==> src/inc/zamc_pkg.sv <==
/*
  Shared constants and types of the zone access and MAC check block:
  register offsets, field positions, reset values, opcodes, zone and mode codes.
  Assumes a 32-bit classic Wishbone register bus with byte addresses.
*/
package zamc_pkg;
  // Register byte offsets
  localparam logic [7:0] ZAMC_OFS_CMD = 8'h00;
  localparam logic [7:0] ZAMC_OFS_CTRL = 8'h04;
  localparam logic [7:0] ZAMC_OFS_LOCK = 8'h08;
  localparam logic [7:0] ZAMC_OFS_SECRET = 8'h0C;
  localparam logic [7:0] ZAMC_OFS_WPERM = 8'h10;
  localparam logic [7:0] ZAMC_OFS_RKZERO = 8'h14;
  localparam logic [7:0] ZAMC_OFS_MACSRC = 8'h18;
  localparam logic [7:0] ZAMC_OFS_STATUS = 8'h1C;
  // Control register bits
  localparam int ZAMC_CTRL_START = 0;
  localparam int ZAMC_CTRL_FULL = 1;
  // Lock register bits
  localparam int ZAMC_LOCK_CFG = 0;
  localparam int ZAMC_LOCK_VAL = 1;
  localparam int ZAMC_LOCK_MODE_LO = 2;
  // Status register bits
  localparam int ZAMC_ST_BUSY = 0;
  localparam int ZAMC_ST_DONE = 1;
  localparam int ZAMC_ST_ERR = 2;
  localparam int ZAMC_ST_MISS = 3;
  localparam int ZAMC_ST_COPY = 4;
  localparam int ZAMC_ST_CSLOT_LO = 8;
  // Reset values
  localparam logic [31:0] ZAMC_RST_CMD = 32'h0000_0000;
  localparam logic [3:0] ZAMC_RST_LOCK = 4'h0;
  localparam logic [15:0] ZAMC_RST_SLOTS = 16'h0000;
  // Opcodes
  localparam logic [7:0] ZAMC_OP_READ = 8'h02;
  localparam logic [7:0] ZAMC_OP_WRITE = 8'h12;
  localparam logic [7:0] ZAMC_OP_MACVFY = 8'h28;
  // Zone selector codes
  localparam logic [7:0] ZAMC_ZONE_CFG = 8'h00;
  localparam logic [7:0] ZAMC_ZONE_OTZ = 8'h01;
  localparam logic [7:0] ZAMC_ZONE_DATA = 8'h02;
  // One-time zone operating modes
  localparam logic [1:0] ZAMC_OTZ_READONLY = 2'h0;
  localparam logic [1:0] ZAMC_OTZ_CONSUME = 2'h1;
  localparam logic [1:0] ZAMC_OTZ_LEGACY = 2'h2;
  // Configuration word limits
  localparam logic [4:0] ZAMC_CFG_MAX_READ = 5'h10;
  localparam logic [4:0] ZAMC_CFG_MAX_BLOCK = 5'h0A;
  localparam logic [4:0] ZAMC_CFG_MIN_WRITE = 5'h04;
  localparam logic [4:0] ZAMC_CFG_MAX_WRITE = 5'h0F;
  localparam logic [1:0] ZAMC_CFG_LAST_BLK = 2'h2;
  // Mode values that allow a key copy
  localparam logic [7:0] ZAMC_MODE_COPY_A = 8'h01;
  localparam logic [7:0] ZAMC_MODE_COPY_B = 8'h05;
  // Sequencer states, Gray along idle, hash, finish
  typedef enum logic [1:0] {
    ZAMC_IDLE = 2'b00,
    ZAMC_HASH = 2'b01,
    ZAMC_FIN = 2'b11
  } zamc_state_t;

  // Configuration word number from block and offset
  function automatic logic [4:0] zamc_cfg_word(input logic [1:0] blk, input logic [2:0] ofs);
    zamc_cfg_word = {blk, ofs};
  endfunction
endpackage

==> src/hw/zamc_top.sv <==
/*
  Zone access and MAC verification command interpreter with a classic
  Wishbone register slave. Software loads a command and starts it; the block
  checks legality, issues a memory request or drives the digest engine, and
  reports status. Assumes the digest engine, memory and temporary key
  logic run on clk_i and answer with single-cycle pulses.
*/
// Decided for this implementation: the address map and the Wishbone register port.
`timescale 1ns/1ps

// Behaviour
// - Zone selector 0 config, 1 one-time, 2 data
// - One-time reads only after value lock, not legacy
// - No one-time or data writes before config lock, all before value
// - After value lock, one-time writes follow mode
// - After value lock, data writes follow slot permission
// - Word units; unused address bits must be zero
// - Offset bits 2..0, slot bits per zone
// - Data slots 0 to 15, all offsets
// - Secret slots allow full-block accesses only
// - Config blocks 0 to 2, no read above 16
// - Config words above 10 single-word only
// - Config words below 4, above 15 never written
// - Read-only one-time zone readable at all offsets
// - Consumption mode also allows one-time writes
// - MAC verify computes digest, returns pass or fail
// - Mode bit 2 selects required nonce kind
// - Copy target is slot plus one if even
// - Copy only for mode 1 or 5, checks pass
// - Mode bits 7-6, 4-3 zero; bit 5 message
// - Mode bit 2 must equal key source flag; the code checks it only when a message half comes from the temporary key
// - Mode bit 1 selects first message half
// - Mode bit 0 selects second message half
// - Result byte zero on match, one on mismatch
module zamc_top
  import zamc_pkg::*;
(
  input wire logic clk_i, // Block clock, 10 MHz
  input wire logic rst_i, // Synchronous reset, active high
  input wire logic cyc_i, // Wishbone cycle
  input wire logic stb_i, // Wishbone strobe
  input wire logic we_i, // Wishbone write enable
  input wire logic [7:0] adr_i, // Wishbone byte address
  input wire logic [3:0] sel_i, // Wishbone byte selects
  input wire logic [31:0] dat_i, // Wishbone write data
  output logic [31:0] dat_o, // Wishbone read data
  output logic ack_o, // Wishbone acknowledge
  input wire logic tkey_valid_i, // Temporary key holds a value
  input wire logic tkey_fixed_i, // Temporary key source flag, 1 fixed nonce
  input wire logic digest_done_i, // Digest engine finished, pulse
  input wire logic digest_match_i, // Digest equals client response
  output logic mem_req_o, // Legal memory access, pulse
  output logic mem_we_o, // Memory access is a write
  output logic mem_full_o, // Memory access is 32 bytes
  output logic [1:0] mem_zone_o, // Zone of the access
  output logic [3:0] mem_slot_o, // Slot of the access
  output logic [2:0] mem_offset_o, // Word offset of the access
  output logic hash_start_o, // Start digest engine, pulse
  output logic key_from_tkey_o, // First 32 bytes from temporary key
  output logic chal_from_tkey_o, // Second 32 bytes from temporary key
  output logic msg_from_otz_o, // 8-byte field from one-time zone
  output logic tkey_load_o, // Copy slot into temporary key, pulse
  output logic [3:0] tkey_slot_o, // Slot to copy
  output logic [7:0] result_o // Result byte of last MAC verify
);
  // Register file
  logic [31:0] cmd_r; // Opcode, first and second parameter
  logic full_r; // 32-byte access requested
  logic start_r; // Start pulse from a control write
  logic [3:0] lock_r; // Locks and one-time zone mode
  logic [15:0] secret_r; // Per-slot secret flags
  logic [15:0] wperm_r; // Per-slot write permission decision
  logic [15:0] rkzero_r; // Per-slot read-key field is zero
  logic [15:0] macsrc_r; // Per-slot MAC source bit
  // Status
  zamc_state_t st_r; // Sequencer state
  zamc_state_t st_nxt; // Next state
  logic done_r; // Last command finished
  logic err_r; // Last command aborted
  logic miss_r; // Last MAC verify mismatched
  logic copy_r; // Last command copied a key
  logic [31:0] rd_data; // Read multiplexer
  // Command decode
  logic [7:0] opcode; // Opcode byte
  logic [7:0] mode; // First parameter
  logic [3:0] slot_id; // Slot selector of MAC verify
  logic is_rw; // Read or write command
  logic is_mac; // MAC verify command
  logic acc_ok; // Access legality from checker
  logic [3:0] acc_slot; // Decoded slot
  logic [2:0] acc_ofs; // Decoded offset
  logic tkey_used; // Temporary key takes part in the digest
  logic mode_ok; // MAC verify fields legal
  logic go; // Start accepted
  logic [3:0] target; // Copy target slot
  logic copy_ok; // Copy conditions hold
  logic wr_stb; // Bus write taken

  assign opcode = cmd_r[7:0];
  assign mode = cmd_r[15:8];
  assign slot_id = cmd_r[19:16];
  assign is_rw = (opcode == ZAMC_OP_READ) || (opcode == ZAMC_OP_WRITE);
  assign is_mac = (opcode == ZAMC_OP_MACVFY);
  assign go = start_r && (st_r == ZAMC_IDLE);
  // Writes land at the edge where the master samples ack, while it still holds the request
  assign wr_stb = cyc_i && stb_i && we_i && ack_o;

  // Copy target: even selector uses its odd partner
  function automatic logic [3:0] copy_target(input logic [3:0] sid);
    copy_target = sid[0] ? sid : 4'(sid + 4'h1);
  endfunction

  assign target = copy_target(slot_id);

  // Temporary key is used when either message half comes from it
  assign tkey_used = mode[1] || mode[0];
  // Reserved mode bits, nonce kind and source flag checks
  assign mode_ok = (mode[7:6] == 2'b00) && (mode[4:3] == 2'b00)
    && (!tkey_used || (tkey_valid_i && mode[2] == tkey_fixed_i));
  // Copy needs the copy modes, zero read key and matching MAC source bit
  assign copy_ok = ((mode == ZAMC_MODE_COPY_A) || (mode == ZAMC_MODE_COPY_B))
    && rkzero_r[target] && (macsrc_r[target] == mode[2]);

  zamc_access_check u_check (
    .zone_i(cmd_r[15:8]),
    .addr_i(cmd_r[31:16]),
    .is_write_i(opcode == ZAMC_OP_WRITE),
    .full_i(full_r),
    .config_lock_i(lock_r[ZAMC_LOCK_CFG]),
    .value_lock_i(lock_r[ZAMC_LOCK_VAL]),
    .onetime_zone_mode_i(lock_r[ZAMC_LOCK_MODE_LO +: 2]),
    .secret_i(secret_r),
    .wperm_i(wperm_r),
    .ok_o(acc_ok),
    .slot_o(acc_slot),
    .offset_o(acc_ofs)
  );

  // Bus acknowledge: one wait state, dropped the cycle after
  always_ff @(posedge clk_i) begin
    if (rst_i) begin
      ack_o <= 1'b0;
    end else begin
      ack_o <= cyc_i && stb_i && !ack_o;
    end
  end

  // Software-written registers; byte selects honoured per lane
  always_ff @(posedge clk_i) begin
    if (rst_i) begin
      cmd_r <= ZAMC_RST_CMD;
      full_r <= 1'b0;
      lock_r <= ZAMC_RST_LOCK;
      secret_r <= ZAMC_RST_SLOTS;
      wperm_r <= ZAMC_RST_SLOTS;
      rkzero_r <= ZAMC_RST_SLOTS;
      macsrc_r <= ZAMC_RST_SLOTS;
    end else if (wr_stb) begin
      unique case (adr_i)
        ZAMC_OFS_CMD: begin
          // Command is frozen while running so checks stay stable
          for (int i = 0; i < 4; i++) begin
            if (sel_i[i] && st_r == ZAMC_IDLE) begin
              cmd_r[i*8 +: 8] <= dat_i[i*8 +: 8];
            end
          end
        end
        ZAMC_OFS_CTRL: begin
          if (sel_i[0] && st_r == ZAMC_IDLE) begin
            full_r <= dat_i[ZAMC_CTRL_FULL];
          end
        end
        ZAMC_OFS_LOCK: begin
          if (sel_i[0]) begin
            lock_r <= dat_i[3:0];
          end
        end
        ZAMC_OFS_SECRET: begin
          if (sel_i[0]) secret_r[7:0] <= dat_i[7:0];
          if (sel_i[1]) secret_r[15:8] <= dat_i[15:8];
        end
        ZAMC_OFS_WPERM: begin
          if (sel_i[0]) wperm_r[7:0] <= dat_i[7:0];
          if (sel_i[1]) wperm_r[15:8] <= dat_i[15:8];
        end
        ZAMC_OFS_RKZERO: begin
          if (sel_i[0]) rkzero_r[7:0] <= dat_i[7:0];
          if (sel_i[1]) rkzero_r[15:8] <= dat_i[15:8];
        end
        ZAMC_OFS_MACSRC: begin
          if (sel_i[0]) macsrc_r[7:0] <= dat_i[7:0];
          if (sel_i[1]) macsrc_r[15:8] <= dat_i[15:8];
        end
        default: begin
          // Unmapped or read-only: write ignored, still acknowledged
        end
      endcase
    end
  end

  // Start pulse; a start while busy is dropped
  always_ff @(posedge clk_i) begin
    if (rst_i) begin
      start_r <= 1'b0;
    end else begin
      start_r <= wr_stb && adr_i == ZAMC_OFS_CTRL && sel_i[0] && dat_i[ZAMC_CTRL_START]
        && st_r == ZAMC_IDLE;
    end
  end

  // Read multiplexer; unmapped addresses read zero
  always_comb begin
    unique case (adr_i)
      ZAMC_OFS_CMD: rd_data = cmd_r;
      ZAMC_OFS_CTRL: rd_data = {30'h0000_0000, full_r, 1'b0};
      ZAMC_OFS_LOCK: rd_data = {28'h000_0000, lock_r};
      ZAMC_OFS_SECRET: rd_data = {16'h0000, secret_r};
      ZAMC_OFS_WPERM: rd_data = {16'h0000, wperm_r};
      ZAMC_OFS_RKZERO: rd_data = {16'h0000, rkzero_r};
      ZAMC_OFS_MACSRC: rd_data = {16'h0000, macsrc_r};
      ZAMC_OFS_STATUS: rd_data = {20'h0_0000, tkey_slot_o, 3'b000, copy_r, miss_r, err_r, done_r,
        (st_r != ZAMC_IDLE)};
      default: rd_data = 32'h0000_0000;
    endcase
  end

  // Read data registered alongside the acknowledge
  always_ff @(posedge clk_i) begin
    if (rst_i) begin
      dat_o <= 32'h0000_0000;
    end else if (cyc_i && stb_i && !we_i && !ack_o) begin
      dat_o <= rd_data;
    end
  end

  // Sequencer next state
  always_comb begin
    st_nxt = st_r;
    unique case (st_r)
      ZAMC_IDLE: begin
        if (go) begin
          // Legal MAC verify waits on the digest; all else finishes now
          st_nxt = (is_mac && mode_ok) ? ZAMC_HASH : ZAMC_FIN;
        end
      end
      ZAMC_HASH: begin
        if (digest_done_i) begin
          st_nxt = ZAMC_FIN;
        end
      end
      ZAMC_FIN: begin
        st_nxt = ZAMC_IDLE;
      end
      default: begin
        st_nxt = ZAMC_IDLE;
      end
    endcase
  end

  always_ff @(posedge clk_i) begin
    if (rst_i) begin
      st_r <= ZAMC_IDLE;
    end else begin
      st_r <= st_nxt;
    end
  end

  // Memory request only for a legal read or write
  always_ff @(posedge clk_i) begin
    if (rst_i) begin
      mem_req_o <= 1'b0;
      mem_we_o <= 1'b0;
      mem_full_o <= 1'b0;
      mem_zone_o <= 2'b00;
      mem_slot_o <= 4'h0;
      mem_offset_o <= 3'b000;
    end else begin
      mem_req_o <= go && is_rw && acc_ok;
      if (go && is_rw && acc_ok) begin
        mem_we_o <= (opcode == ZAMC_OP_WRITE);
        mem_full_o <= full_r;
        mem_zone_o <= cmd_r[9:8];
        mem_slot_o <= acc_slot;
        mem_offset_o <= acc_ofs;
      end
    end
  end

  // Digest start and message source selects
  always_ff @(posedge clk_i) begin
    if (rst_i) begin
      hash_start_o <= 1'b0;
      key_from_tkey_o <= 1'b0;
      chal_from_tkey_o <= 1'b0;
      msg_from_otz_o <= 1'b0;
    end else begin
      hash_start_o <= go && is_mac && mode_ok;
      if (go && is_mac && mode_ok) begin
        key_from_tkey_o <= mode[1];
        chal_from_tkey_o <= mode[0];
        msg_from_otz_o <= mode[5];
      end
    end
  end

  // Result, copy and status flags; a new start clears done and copy, not miss or result
  always_ff @(posedge clk_i) begin
    if (rst_i) begin
      done_r <= 1'b0;
      err_r <= 1'b0;
      miss_r <= 1'b0;
      copy_r <= 1'b0;
      tkey_load_o <= 1'b0;
      tkey_slot_o <= 4'h0;
      result_o <= 8'h00;
    end else begin
      tkey_load_o <= 1'b0;
      if (go) begin
        done_r <= 1'b0;
        copy_r <= 1'b0;
        // Illegal fields abort; nothing is requested or copied
        err_r <= is_mac ? !mode_ok : !(is_rw && acc_ok);
      end
      if (st_r == ZAMC_HASH && digest_done_i) begin
        miss_r <= !digest_match_i;
        result_o <= digest_match_i ? 8'h00 : 8'h01;
        if (digest_match_i && copy_ok) begin
          tkey_load_o <= 1'b1;
          tkey_slot_o <= target;
          copy_r <= 1'b1;
        end
      end
      if (st_r == ZAMC_FIN) begin
        done_r <= 1'b1;
      end
    end
  end

  // Checks on the design's own behaviour
  a_access_abort: assert property (@(posedge clk_i) disable iff (rst_i)
    go && is_rw && !acc_ok |=> st_r == ZAMC_FIN && err_r && !mem_req_o ##1 done_r)
    else $error("illegal access not aborted");
  a_legal_request: assert property (@(posedge clk_i) disable iff (rst_i)
    mem_req_o |-> $past(go) && $past(acc_ok) && mem_zone_o == $past(cmd_r[9:8]))
    else $error("memory request without legal access");
  a_secret_block: assert property (@(posedge clk_i) disable iff (rst_i)
    mem_req_o && mem_zone_o == 2'b10 && !mem_full_o |-> !secret_r[mem_slot_o])
    else $error("single word on secret slot");
  a_cfg_write: assert property (@(posedge clk_i) disable iff (rst_i)
    mem_req_o && mem_we_o && mem_zone_o == 2'b00 |-> !lock_r[ZAMC_LOCK_CFG]
      && {mem_slot_o[1:0], mem_offset_o} >= ZAMC_CFG_MIN_WRITE
      && {mem_slot_o[1:0], mem_offset_o} <= ZAMC_CFG_MAX_WRITE)
    else $error("protected config word written");
  a_early_write: assert property (@(posedge clk_i) disable iff (rst_i)
    mem_req_o && mem_we_o && mem_zone_o != 2'b00 |-> lock_r[ZAMC_LOCK_CFG])
    else $error("write before config lock");
  a_otz_read: assert property (@(posedge clk_i) disable iff (rst_i)
    mem_req_o && !mem_we_o && mem_zone_o == 2'b01 |-> lock_r[ZAMC_LOCK_VAL])
    else $error("one-time read before value lock");
  a_mode_bits: assert property (@(posedge clk_i) disable iff (rst_i)
    go && is_mac && (mode[7:6] != 2'b00 || mode[4:3] != 2'b00) |=> !hash_start_o && err_r)
    else $error("reserved mode bits accepted");
  a_source_flag: assert property (@(posedge clk_i) disable iff (rst_i)
    hash_start_o && (key_from_tkey_o || chal_from_tkey_o) |-> $past(mode[2]) == $past(tkey_fixed_i))
    else $error("nonce source flag mismatch");
  a_copy_target: assert property (@(posedge clk_i) disable iff (rst_i)
    tkey_load_o |-> tkey_slot_o == (slot_id[0] ? slot_id : slot_id + 4'h1) && result_o == 8'h00
      && (mode == ZAMC_MODE_COPY_A || mode == ZAMC_MODE_COPY_B))
    else $error("bad key copy");
  a_result_byte: assert property (@(posedge clk_i) disable iff (rst_i)
    st_r == ZAMC_HASH && digest_done_i |=> result_o == {7'h00, !$past(digest_match_i)}
      ##1 done_r)
    else $error("result byte wrong");
  a_bus_ack: assert property (@(posedge clk_i) disable iff (rst_i)
    cyc_i && stb_i && !ack_o |=> ack_o ##1 !ack_o)
    else $error("ack timing wrong");
  c_mac_copy: cover property (@(posedge clk_i) disable iff (rst_i) tkey_load_o);
  c_mac_miss: cover property (@(posedge clk_i) disable iff (rst_i) st_r == ZAMC_HASH && digest_done_i
    && !digest_match_i);
  c_data_write: cover property (@(posedge clk_i) disable iff (rst_i) mem_req_o && mem_we_o
    && mem_zone_o == 2'b10);
  c_abort: cover property (@(posedge clk_i) disable iff (rst_i) go && is_rw && !acc_ok);
endmodule

==> src/hw/zamc_access_check.sv <==
/*
  Combinational legality check for read and write commands: zone selector,
  address layout, lock state, slot flags and access size.
  Assumes all inputs are stable on the block clock; no state is held here.
*/
`timescale 1ns/1ps
module zamc_access_check
  import zamc_pkg::*;
(
  input wire logic [7:0] zone_i, // First parameter byte
  input wire logic [15:0] addr_i, // Second parameter
  input wire logic is_write_i, // High for a write
  input wire logic full_i, // High for a 32-byte access
  input wire logic config_lock_i, // Configuration locked
  input wire logic value_lock_i, // Value and one-time zone locked
  input wire logic [1:0] onetime_zone_mode_i, // One-time zone mode
  input wire logic [15:0] secret_i, // Per-slot secret flags
  input wire logic [15:0] wperm_i, // Per-slot write allowed after value lock
  output logic ok_o, // Access legal
  output logic [3:0] slot_o, // Decoded slot or block
  output logic [2:0] offset_o // Word offset within the slot
);
  logic [4:0] cword; // Configuration word number

  // Decode address and apply zone rules
  always_comb begin
    cword = zamc_cfg_word(addr_i[4:3], addr_i[2:0]);
    offset_o = addr_i[2:0];
    slot_o = 4'h0;
    ok_o = 1'b0;
    // Upper byte and bit 7 must be zero in every zone
    if (addr_i[15:7] == 9'h000) begin
      unique case (zone_i)
        ZAMC_ZONE_CFG: begin
          slot_o = {2'b00, addr_i[4:3]};
          ok_o = (addr_i[6:5] == 2'b00) && (addr_i[4:3] <= ZAMC_CFG_LAST_BLK);
          if (full_i && cword > ZAMC_CFG_MAX_BLOCK) begin
            ok_o = 1'b0;
          end
          if (is_write_i) begin
            // Locked configuration and protected words never written
            if (config_lock_i || cword < ZAMC_CFG_MIN_WRITE || cword > ZAMC_CFG_MAX_WRITE) begin
              ok_o = 1'b0;
            end
          end else if (cword > ZAMC_CFG_MAX_READ) begin
            ok_o = 1'b0;
          end
        end
        ZAMC_ZONE_OTZ: begin
          slot_o = {3'b000, addr_i[3]};
          ok_o = (addr_i[6:4] == 3'b000);
          if (is_write_i) begin
            if (!config_lock_i) begin
              ok_o = 1'b0;
            end else if (value_lock_i && onetime_zone_mode_i != ZAMC_OTZ_CONSUME) begin
              ok_o = 1'b0;
            end
          end else if (!value_lock_i || onetime_zone_mode_i == ZAMC_OTZ_LEGACY) begin
            // Legacy rules are not modelled, so legacy reads are refused
            ok_o = 1'b0;
          end
        end
        ZAMC_ZONE_DATA: begin
          slot_o = addr_i[6:3];
          ok_o = 1'b1;
          if (!full_i && secret_i[addr_i[6:3]]) begin
            ok_o = 1'b0;
          end
          if (is_write_i) begin
            if (!config_lock_i) begin
              ok_o = 1'b0;
            end else if (value_lock_i && !wperm_i[addr_i[6:3]]) begin
              ok_o = 1'b0;
            end
          end
        end
        default: begin
          ok_o = 1'b0;
        end
      endcase
    end
  end
endmodule

==> config.mk <==
export PLATFORM = sky130hd
export DESIGN_NAME = zamc_top
export DESIGN_NICKNAME = d
export VERILOG_FILES = /design/src/inc/zamc_pkg.sv /design/src/hw/zamc_top.sv /design/src/hw/zamc_access_check.sv
export SDC_FILE = /design/constraint.sdc
export NUM_CORES = 1
export LEC_CHECK = 0
export BUFFER_PORTS_ARGS = -buffer_cell sky130_fd_sc_hd__buf_2
export CAP_MARGIN = 20
export CORE_ASPECT_RATIO = 1.1
export CORE_MARGIN = 5
export CORE_UTILIZATION = 50
export CTS_CLUSTER_SIZE = 8
export DETAILED_ROUTE_END_ITERATION = 7
export GPL_TIMING_DRIVEN = 0
export PLACE_DENSITY_LB_ADDON = 0.25
export SYNTH_ARGS = -nofsm -noshare
export SYNTH_HDL_FRONTEND = slang
export SYNTH_SLANG_ARGS = --single-unit
export TNS_END_PERCENT = 5
==> constraint.sdc <==
create_clock -name clk_i -period 2.5 [get_ports clk_i]
set_clock_uncertainty 0.05 [all_clocks]
set_input_delay 0.5 -clock clk_i [delete_from_list [all_inputs] [get_ports clk_i]]
set_output_delay 0.5 -clock clk_i [all_outputs]
set_load 0.005 [all_outputs]
Yosys cells after proc, flatten, opt, wreduce, memory -nomap -nowiden --
Index checks and enable logic that the tools add are counted.
Operators by class: $lt $le $gt $ge 7, bitwise operators 1, mux-type cells 38, reductions and logical operators 76, add/sub/neg operators 1, equal/unequal tests 21
Operator list (number):
- case mux 32 bit (8 select lines) | 1
- AND reduction 3 bit | 14
- equality test 8 x 5 -> 1 bit, second input constant | 5
- logical AND 1 bit | 33
- two-way mux 1 bit | 25
- binary-select mux 1 bit (select 4 bit) | 4
- equality test 8 x 2 -> 1 bit, second input constant | 2
- equality test 8 x 3 -> 1 bit, second input constant | 2
- equality test 8 x 4 -> 1 bit, second input constant | 2
- logical NOT 8 bit | 2
- case mux 4 bit (3 select lines) | 1
- greater-than comparator 5 x 4 -> 1 bit, second input constant | 2
- < comparator 4 x 5 -> 1 bit, second input constant | 2
- logical NOT 1 bit | 9
- logical NOT 9 bit | 1
- equality test 8 x 1 -> 1 bit, second input constant | 1
- equality test 8 x 6 -> 1 bit, second input constant | 1
- logical NOT 2 bit | 4
- two-way mux 4 bit | 2
- logical OR 1 bit | 7
- two-way mux 2 bit | 3
- greater-than comparator 5 bit, second input constant | 1
- < comparator 5 x 3 -> 1 bit, second input constant | 1
- adder 4 x 1 -> 4 bit, second input constant | 1
- other kinds (13) | 18
Storage, ports and cells: register bits after elaboration 170, output and inout bits 62

Longest topological paths before layout --
Gate-level depths: netlist of run 1.
depth in word-level cells 12, depth in mapped cells 9

Hierarchy --
A second synthesis of run 1 with hierarchy kept.
Second synthesis, totals: cells, all modules 811, area total of the unflattened synthesis 7408.4 µm²
Modules (own cells, without submodules):
- zamc_top | cells an instance 748, instances 1, area an instance 6865.3 µm²
- zamc_access_check | cells an instance 63, instances 1, area an instance 543.0 µm²

Worst setup path after synthesis of run 1 --
Ideal clock, no wire load.
path type input-to-reg, start point in adr_i[7], end point reg macsrc_r[10], cell stages on the path 7, buffers on the path 2, data arrival time 2.087 ns, data required time 2.322 ns, path slack 0.236 ns, path through or4b_1 -> clkbuf_1 -> or3_1 -> buf_2 -> nor2_8 -> mux2i_1 -> nor2_1
On the way: cells in the longest elaborated chain, start to end 2
RTL lines:
- start: declaration | line zamc_top.sv:43 | input wire logic [7:0] adr_i,
- equality test 8 x 5 -> 1 bit | line zamc_top.sv:159 | unique case (adr_i)
- AND reduction 3 bit (no line)
- end signal: assignment | line zamc_top.sv:192 | if (sel_i[1]) macsrc_r[15:8] <= dat_i[15:8];
- end: declaration | line zamc_top.sv:74 | logic [15:0] macsrc_r;
No other way between the ends. A chain may end at the register's enable or synchronous reset.

Final worst setup path of run 1 --
start point reg cmd_r[12], end point reg mem_we_o
On the way: cells in the longest elaborated chain, start to end 4
RTL lines:
- start: declaration | line zamc_top.sv:67 | logic [31:0] cmd_r;
- start signal: indexed assignment | line zamc_top.sv:164 | cmd_r[i*8 +: 8] <= dat_i[i*8 +: 8];
- equality test 8 x 2 -> 1 bit, or another cell as far along | line zamc_access_check.sv:33 | unique case (zone_i)
- case mux 1 bit (3 select lines) * | line zamc_access_check.sv:33
- two-way mux 1 bit * | line zamc_access_check.sv:32 | if (addr_i[15:7] == 9'h000) begin
- logical AND 1 bit * | line zamc_top.sv:279 | if (go && is_rw && acc_ok) begin
- end signal: assignment | line zamc_top.sv:280 | mem_we_o <= (opcode == ZAMC_OP_WRITE);
- end: declaration | line zamc_top.sv:53 | output logic mem_we_o,
Every way passes the cells marked *; elsewhere a longest branch is shown, timed or not.

==> results of run 1 <==
[final timing paths]
path	end	slack (ns)	cells after the start
worst max-delay path	mem_we_o	-0.05	5
worst max register to register	mem_we_o	-0.05	5
worst min-delay path	miss_r	0.22	2
worst min register to register	dat_o[24]	0.40	2
[cells by family after synthesis]
| group | Yosys count | share of synthesized area |
|---|---|---|
| DFF | 162 | 0.431 |
| buffers and inverters | 67 | 0.0472 |
| and+or+nand+nor | 319 | 0.216 |
| other | 1 | 0.000498 |
| muxes | 113 | 0.169 |
| AOI/OAI and AO/OA | 157 | 0.134 |
| xor gates and xnor gates | 2 | 0.00233 |
[area by class of cell]
cell class / instances / area, um2
clock inverter: 13 / 138
tap: 196 / 245
buffer: 62 / 342
inverter: 5 / 18.8
timing repair buffer: 104 / 520
clock buffer: 18 / 439
multi-input combinational: 598 / 4000
fill: 1351 / 5990
sequential: 162 / 3240
[synth_stat cells, types with 10 or more instances]
| master | number |
|---|---|
| buf_2 | 10 |
| a21oi_1 | 67 |
| nand2b_1 | 18 |
| clkbuf_1 | 35 |
| nor3_1 | 13 |
| nand3_1 | 45 |
| nor2_1 | 101 |
| dfxtp_1 | 162 |
| nand2_1 | 86 |
| buf_4 | 11 |
| mux2i_1 | 97 |
| a22oi_1 | 22 |
| o21ai_0 | 28 |
[sequential cells by signal, indices dropped and copies added, names as in the netlist, 3 cells and up]
| register | flops |
|---|---|
| macsrc_r | 16 |
| rkzero_r | 16 |
| dat_o | 32 |
| tkey_slot_o | 4 |
| secret_r | 16 |
| lock_r | 4 |
| wperm_r | 16 |
| cmd_r | 32 |
| mem_offset_o | 3 |
| mem_slot_o | 4 |
[what timing repair did]
action                                  CTS  global route
resized for setup                         5             7
endpoints found under the setup margin   23            57
pin swaps                                 0             1
[power breakdown]
part	internal [uW]	switching, uW	leakage [uW]	total (uW)
clock	1490	1100	0.000266	2590
sequential	2580	0.734	0.00130	2580
combinational	64.0	161	0.00169	225
total	4130	1260	0.00326	5390
[placed cells by master (no fill, tap or decap), types with 3 or more instances in the layout]
cell type     n
mux4_2        5
nand3b_1      3
conb_1        7
a22oi_1      22
nor3b_1       3
nand2_1      85
nor2_4        3
dfxtp_1     162
clkinv_2      3
nand3_1      45
inv_1         5
nor2b_1       3
clkbuf_8      4
nor2_1       98
a21oi_1      67
or3_1         3
nor3_4        6
o2111ai_1     4
mux2_2        5
mux4_1        4
and3_1        4
buf_4        11
nor4_2        3
nor2_2        4
o21ai_0      28
clkinvlp_4    6
nand2b_1     18
a222oi_1      7
clkbuf_16    17
nand4_1       3
clkbuf_1     33
nor3_1       13
mux2i_1      97
a21o_1        7
buf_2       113
[routing by layer]
metal / up-vias / part of all wire / global-route usage
met2: 356 / 0.47 / 0.448
met4: 0 / 0.042 / 0.133
met1: 3170 / 0.40 / 0.345
li1: 3190 / - / -
met3: 72 / 0.090 / 0.0682
met5: - / 0 / 0
[per-stage QoR]
stage	setup slack, ns	utilization	std cells
6_report	-0.0483	0.599	1158
4_1_cts	-0.0600	0.597	1158
3_5_place_dp	-0.512	0.557	1127
3_3_place_gp	-0.533	0.557	1127
2_1_floorplan	0.236	-	827
5_1_grt	-0.0993	0.599	1158
==> summary.txt, run 1 <==
largest area contributor in the netlist -> dfxtp_1
Clk Latency, worst-skew pair -> 0.44 ns
drt via density -> 5.86
buffers and inverters on the worst path -> 0
CTS Hold Bufs -> 0
initial antenna violation count -> 0
Routed Antenna Nets -> 0
EDFF count, synth -> 0
Core ar. -> 0.0149 mm2
GP Congestion -> 0.957
Power Density -> 603 mW/mm2
Leak -> 0.00326 uW
setup violators final -> 2
CTS Buf Count -> 17
Syn Inst Count -> 821
CP Max Fanout -> 7
Bufs on Longest Clock Path -> 2
fin worst setup slack -> -0.0483 ns
Slew headroom -> 0.394
First-pass DRT Iterations -> 5
async set-reset flop share out of synthesis -> 0
drc violations -> 0
Port Buffers -> 104
Die X -> 127 um
slowest cell delay on critical path -> 0.57 ns
Hold Startpoint -> digest_match_i
ordered list of cells on the worst path -> nor4_4 > nand4_2 > or3_4 > o31ai_4 > mux2_4
hold violation count in the final report -> 0
Cell Rows -> 47
CP top delay family -> simple AND/OR/NAND/NOR gates
worst-margin pin slew -> 0.906 ns
vias -> 6,788
Synth cell types -> 73
crit share post-route -> 1.02
Final Cell Area -> 0.00895 mm2
minimum clock period -> 2.55 ns
DP Area -> 0.00832 mm2
Sink Count -> 162
largest net degree at the start of global routing -> 17
Synth Flop Type -> dfxtp_1
HP Class -> in2reg
grt ovf -> 0
Max-Cap Viols -> 0
Post-Syn Area -> 0.00753 mm2
sequential area share after synthesis -> 0.431
failing checks -> negative setup slack
Arr. time, crit path -> 2.82 ns
Final Max Tran Viols -> 0
crit end category -> flip-flop
share of cells above drive strength 1 -> 0.217
first-pass GRT wire length -> 37,500 um
Final nets -> 1,003
Pwr Total -> 5390 uW
post-CTS setup buffers -> 0
DIE AREA -> 0.0176 mm2
top cell type's share of synthesized area -> 0.431
warnings from Yosys -> 0
clk root buf -> clkbuf_16
# diodes -> 0
status -> finished with violations
Startpoint Class -> flip-flop
Synth area leaders -> dfxtp_1 43%, mux2i_1 13%, nor2_1 5.0%
WS Path Type -> reg2reg
drt total wl -> 24,600 um
die height -> 139 um
hold slack -> 0.222 ns
Critical R2R Launch -> cmd_r[12]
Detailed Place HPWL -> 17,900 um
CP required -> 2.77 ns
Max VDD drop -> 0.486 mV
Clock transition at path regs -> 0.07 ns
Iteration-0 DRC Markers -> 743
Yosys reg bits -> 162
slowest CP cell -> nor4_4
num ports -> 115
RSZ-0062 raised after global routing -> true
Area Growth Syn to Fin -> 18.8%
Final TNS setup -> -0.0565 ns
GRT Overall Usage -> 0.277
TritonCTS clock tree -> yes
Avg WL per Cell -> 21.3 um
starting density of the core -> 0.504
f_max -> 392 MHz
vias in the first global route -> 6,414
Avg Inst Size Synth -> 9.17 um2
Worst Setup SP -> cmd_r[12]
# H-tree levels -> 4
(Power assumes the default switching activity.)
==> run 2: changes to the inputs <==
--- a/config.mk
+++ b/config.mk
@@ -14,6 +14,7 @@
 export DETAILED_ROUTE_END_ITERATION = 7
 export GPL_TIMING_DRIVEN = 0
 export PLACE_DENSITY_LB_ADDON = 0.25
+export SETUP_SLACK_MARGIN = 0.1
 export SYNTH_ARGS = -nofsm -noshare
 export SYNTH_HDL_FRONTEND = slang
 export SYNTH_SLANG_ARGS = --single-unit
==> summary.txt, run 2 (same netlist as run 1, synthesis figures left out) <==
status -> completed (was finished with violations)
buffers and inverters on the worst path -> 3 (was 0)
drt via density -> 5.92 (was 5.86)
GP Congestion -> 0.957 (unchanged)
HP Class -> in2reg (unchanged)
CP Depth -> 8 (was 5)
utilization after layout -> 0.604 (was 0.599)
Max-Cap Viols -> 0 (unchanged)
Worst Setup SP -> adr_i[2] (was cmd_r[12])
Cell Rows -> 47 (unchanged)
vias in the first global route -> 6,413 (was 6,414)
fin worst setup slack -> 0.0367 ns (was -0.0483 ns)
starting density of the core -> 0.504 (unchanged)
RSZ-0062 raised after global routing -> true (unchanged)
grt ovf -> 0 (unchanged)
Avg WL per Cell -> 21.4 um (was 21.3 um)
vias -> 6,874 (was 6,788)
crit share post-route -> 0.985 (was 1.02)
initial antenna violation count -> 0 (unchanged)
Arr. time, crit path -> 2.71 ns (was 2.82 ns)
CTS Hold Bufs -> 0 (unchanged)
Power Density -> 598 mW/mm2 (was 603 mW/mm2)
clk root buf -> clkbuf_16 (unchanged)
Iteration-0 DRC Markers -> 845 (was 743)
Area Growth Syn to Fin -> 19.8% (was 18.8%)
Bufs on Longest Clock Path -> 2 (unchanged)
Clock transition at path regs -> 0.07 ns (about the same)
Pwr Total -> 5390 uW (about the same)
WS Path Type -> in2reg (was reg2reg)
CP endpoint -> cmd_r[8] (was mem_we_o)
slowest CP cell -> nand4_2 (was nor4_4)
TritonCTS clock tree -> yes (unchanged)
Final nets -> 1,006 (was 1,003)
# H-tree levels -> 4 (unchanged)
largest registers -> cmd_r (32), dat_o (32) (unchanged)
crit end category -> flip-flop (unchanged)
share of cells above drive strength 1 -> 0.226 (was 0.217)
Core ar. -> 0.0149 mm2 (unchanged)
GRT Overall Usage -> 0.277 (unchanged)
CTS Buf Count -> 17 (unchanged)
Final Max Tran Viols -> 0 (unchanged)
First-pass DRT Iterations -> 6 (was 5)
drc violations -> 0 (unchanged)
CP Max Fanout -> 10 (was 7)
most frequent cells in the layout -> 161 x dfxtp_1, 112 x buf_2, 97 x nor2_1, 97 x mux2i_1, 86 x nand2_1 (was 162 x dfxtp_1, 113 x buf_2, 98 x nor2_1, 97 x mux2i_1, 85 x nand2_1)
worst-margin pin slew -> 0.882 ns (was 0.906 ns)
first-pass GRT wire length -> 37,500 um (about the same)
Clk Latency, worst-skew pair -> 0.44 ns (about the same)
Max VDD drop -> 0.488 mV (was 0.486 mV)
slowest cell delay on critical path -> 0.44 ns (was 0.57 ns)
Sink Count -> 162 (unchanged)
CP required -> 2.75 ns (was 2.77 ns)
r2r setup slk -> 0.13 ns (was -0.05 ns)
Slew headroom -> 0.410 (was 0.394)
Port Buffers -> 104 (unchanged)
largest net degree at the start of global routing -> 17 (unchanged)
die height -> 139 um (unchanged)
Leak -> 0.00331 uW (was 0.00326 uW)
ordered list of cells on the worst path -> buf_2 > or3_1 > clkbuf_1 > nor3_4 > buf_4 > nand4_2 > mux2i_1 > nor2_1 (was nor4_4 > nand4_2 > or3_4 > o31ai_4 > mux2_4)
commonest non-fill, non-tap cell in the layout -> dfxtp_1 (unchanged)
DIE AREA -> 0.0176 mm2 (unchanged)
hold violation count in the final report -> 0 (unchanged)
drt total wl -> 24,800 um (was 24,600 um)
num ports -> 115 (unchanged)
minimum clock period -> 2.46 ns (was 2.55 ns)
# diodes -> 0 (unchanged)
Detailed Place HPWL -> 17,900 um (unchanged)
f_max -> 406 MHz (was 392 MHz)
setup violators final -> 0 (was 2)
FF-to-FF path depth -> 6 (was 5)
CP top delay family -> simple AND/OR/NAND/NOR gates (unchanged)
Routed Antenna Nets -> 0 (unchanged)
Startpoint Class -> input pin (was flip-flop)
Hold Path Depth -> 2 (unchanged)
R2R Path End -> mem_we_o (unchanged)
Die X -> 127 um (unchanged)
Critical R2R Launch -> cmd_r[11] (was cmd_r[12])
worst slack, placed -> -0.512 ns (unchanged)
[run 2: changes by cell type in the layout (fill, tap and decap cells not counted), moves of 2 or more]
cell,before,now
buf_12,0,2
buf_4,11,13
clkbuf_1,33,30
clkbuf_2,2,5
[run 2: final cells by class]
| class | count | area, um2 |
|---|---|---|
| fillers | 1348 | 5910 |
| repair buffers | 107 | 559 |
| multi-input cells | 598 | 4030 |
| clock buffers | 18 | 439 |
| inverters | 5 | 18.8 |
| plain buffers | 62 | 357 |
| clock inverters | 13 | 138 |
| flip-flops and latches | 162 | 3240 |
| well taps | 196 | 245 |
[run 2: power by group]
group	internal [uW]	total (uW)	switching [uW]	leakage, uW
combinational	64.1	227	163	0.00174
clock	1490	2580	1100	0.000266
sequential	2580	2580	0.801	0.00130
[run 2: routing by layer]
metal | vias up | global-route usage | routed length [um]
met3 | 65 | 0.0693 | 2000
met1 | 3242 | 0.344 | 10100
met5 | - | 0 | 0
li1 | 3206 | - | -
met2 | 361 | 0.448 | 11700
met4 | 0 | 0.133 | 963
[run 2: how the worst min path moves through the flow]
| stage | slack (ns) | startpoint | endpoint |
|---|---|---|---|
| floorplan | 0.39 | cmd_r[27] | cmd_r[27] |
| global placement | 0.39 | dat_o[22] | dat_o[22] |
| finish | 0.22 | digest_match_i | miss_r |
| detailed placement | 0.39 | dat_o[24] | dat_o[24] |
| global route | 0.23 | digest_match_i | miss_r |
| CTS | 0.21 | digest_match_i | miss_r |
[run 2: through the flow]
step / TNS, ns / hold WS [ns] / area [um2] / instances
floorplan: 0 / 0.394 / 7550 / 827
global placement: -26.93 / 0.388 / 8320 / 1127
detailed placement: -28.45 / 0.392 / 8320 / 1127
CTS: -0.0195 / 0.211 / 8920 / 1158
global route: -0.0335 / 0.228 / 9030 / 1161
finish: 0 / 0.225 / 9030 / 1161
[run 2: timing repair]
action                     in CTS  in global routing
resized for setup               7                 20
setup buffers                   0                  3
pin swaps                       1                  9
cloned                          0                  0
setup endpoints to repair      37                 79
[run 2: worst reg2reg max path, cell delays in order (launching register included)]
cell and delay, ns:
dfxtp_1 0.36, nor4_4 0.56, nand4_2 0.20, nor4_1 0.34
o2111ai_1 0.26, o31ai_4 0.16, mux2_4 0.33
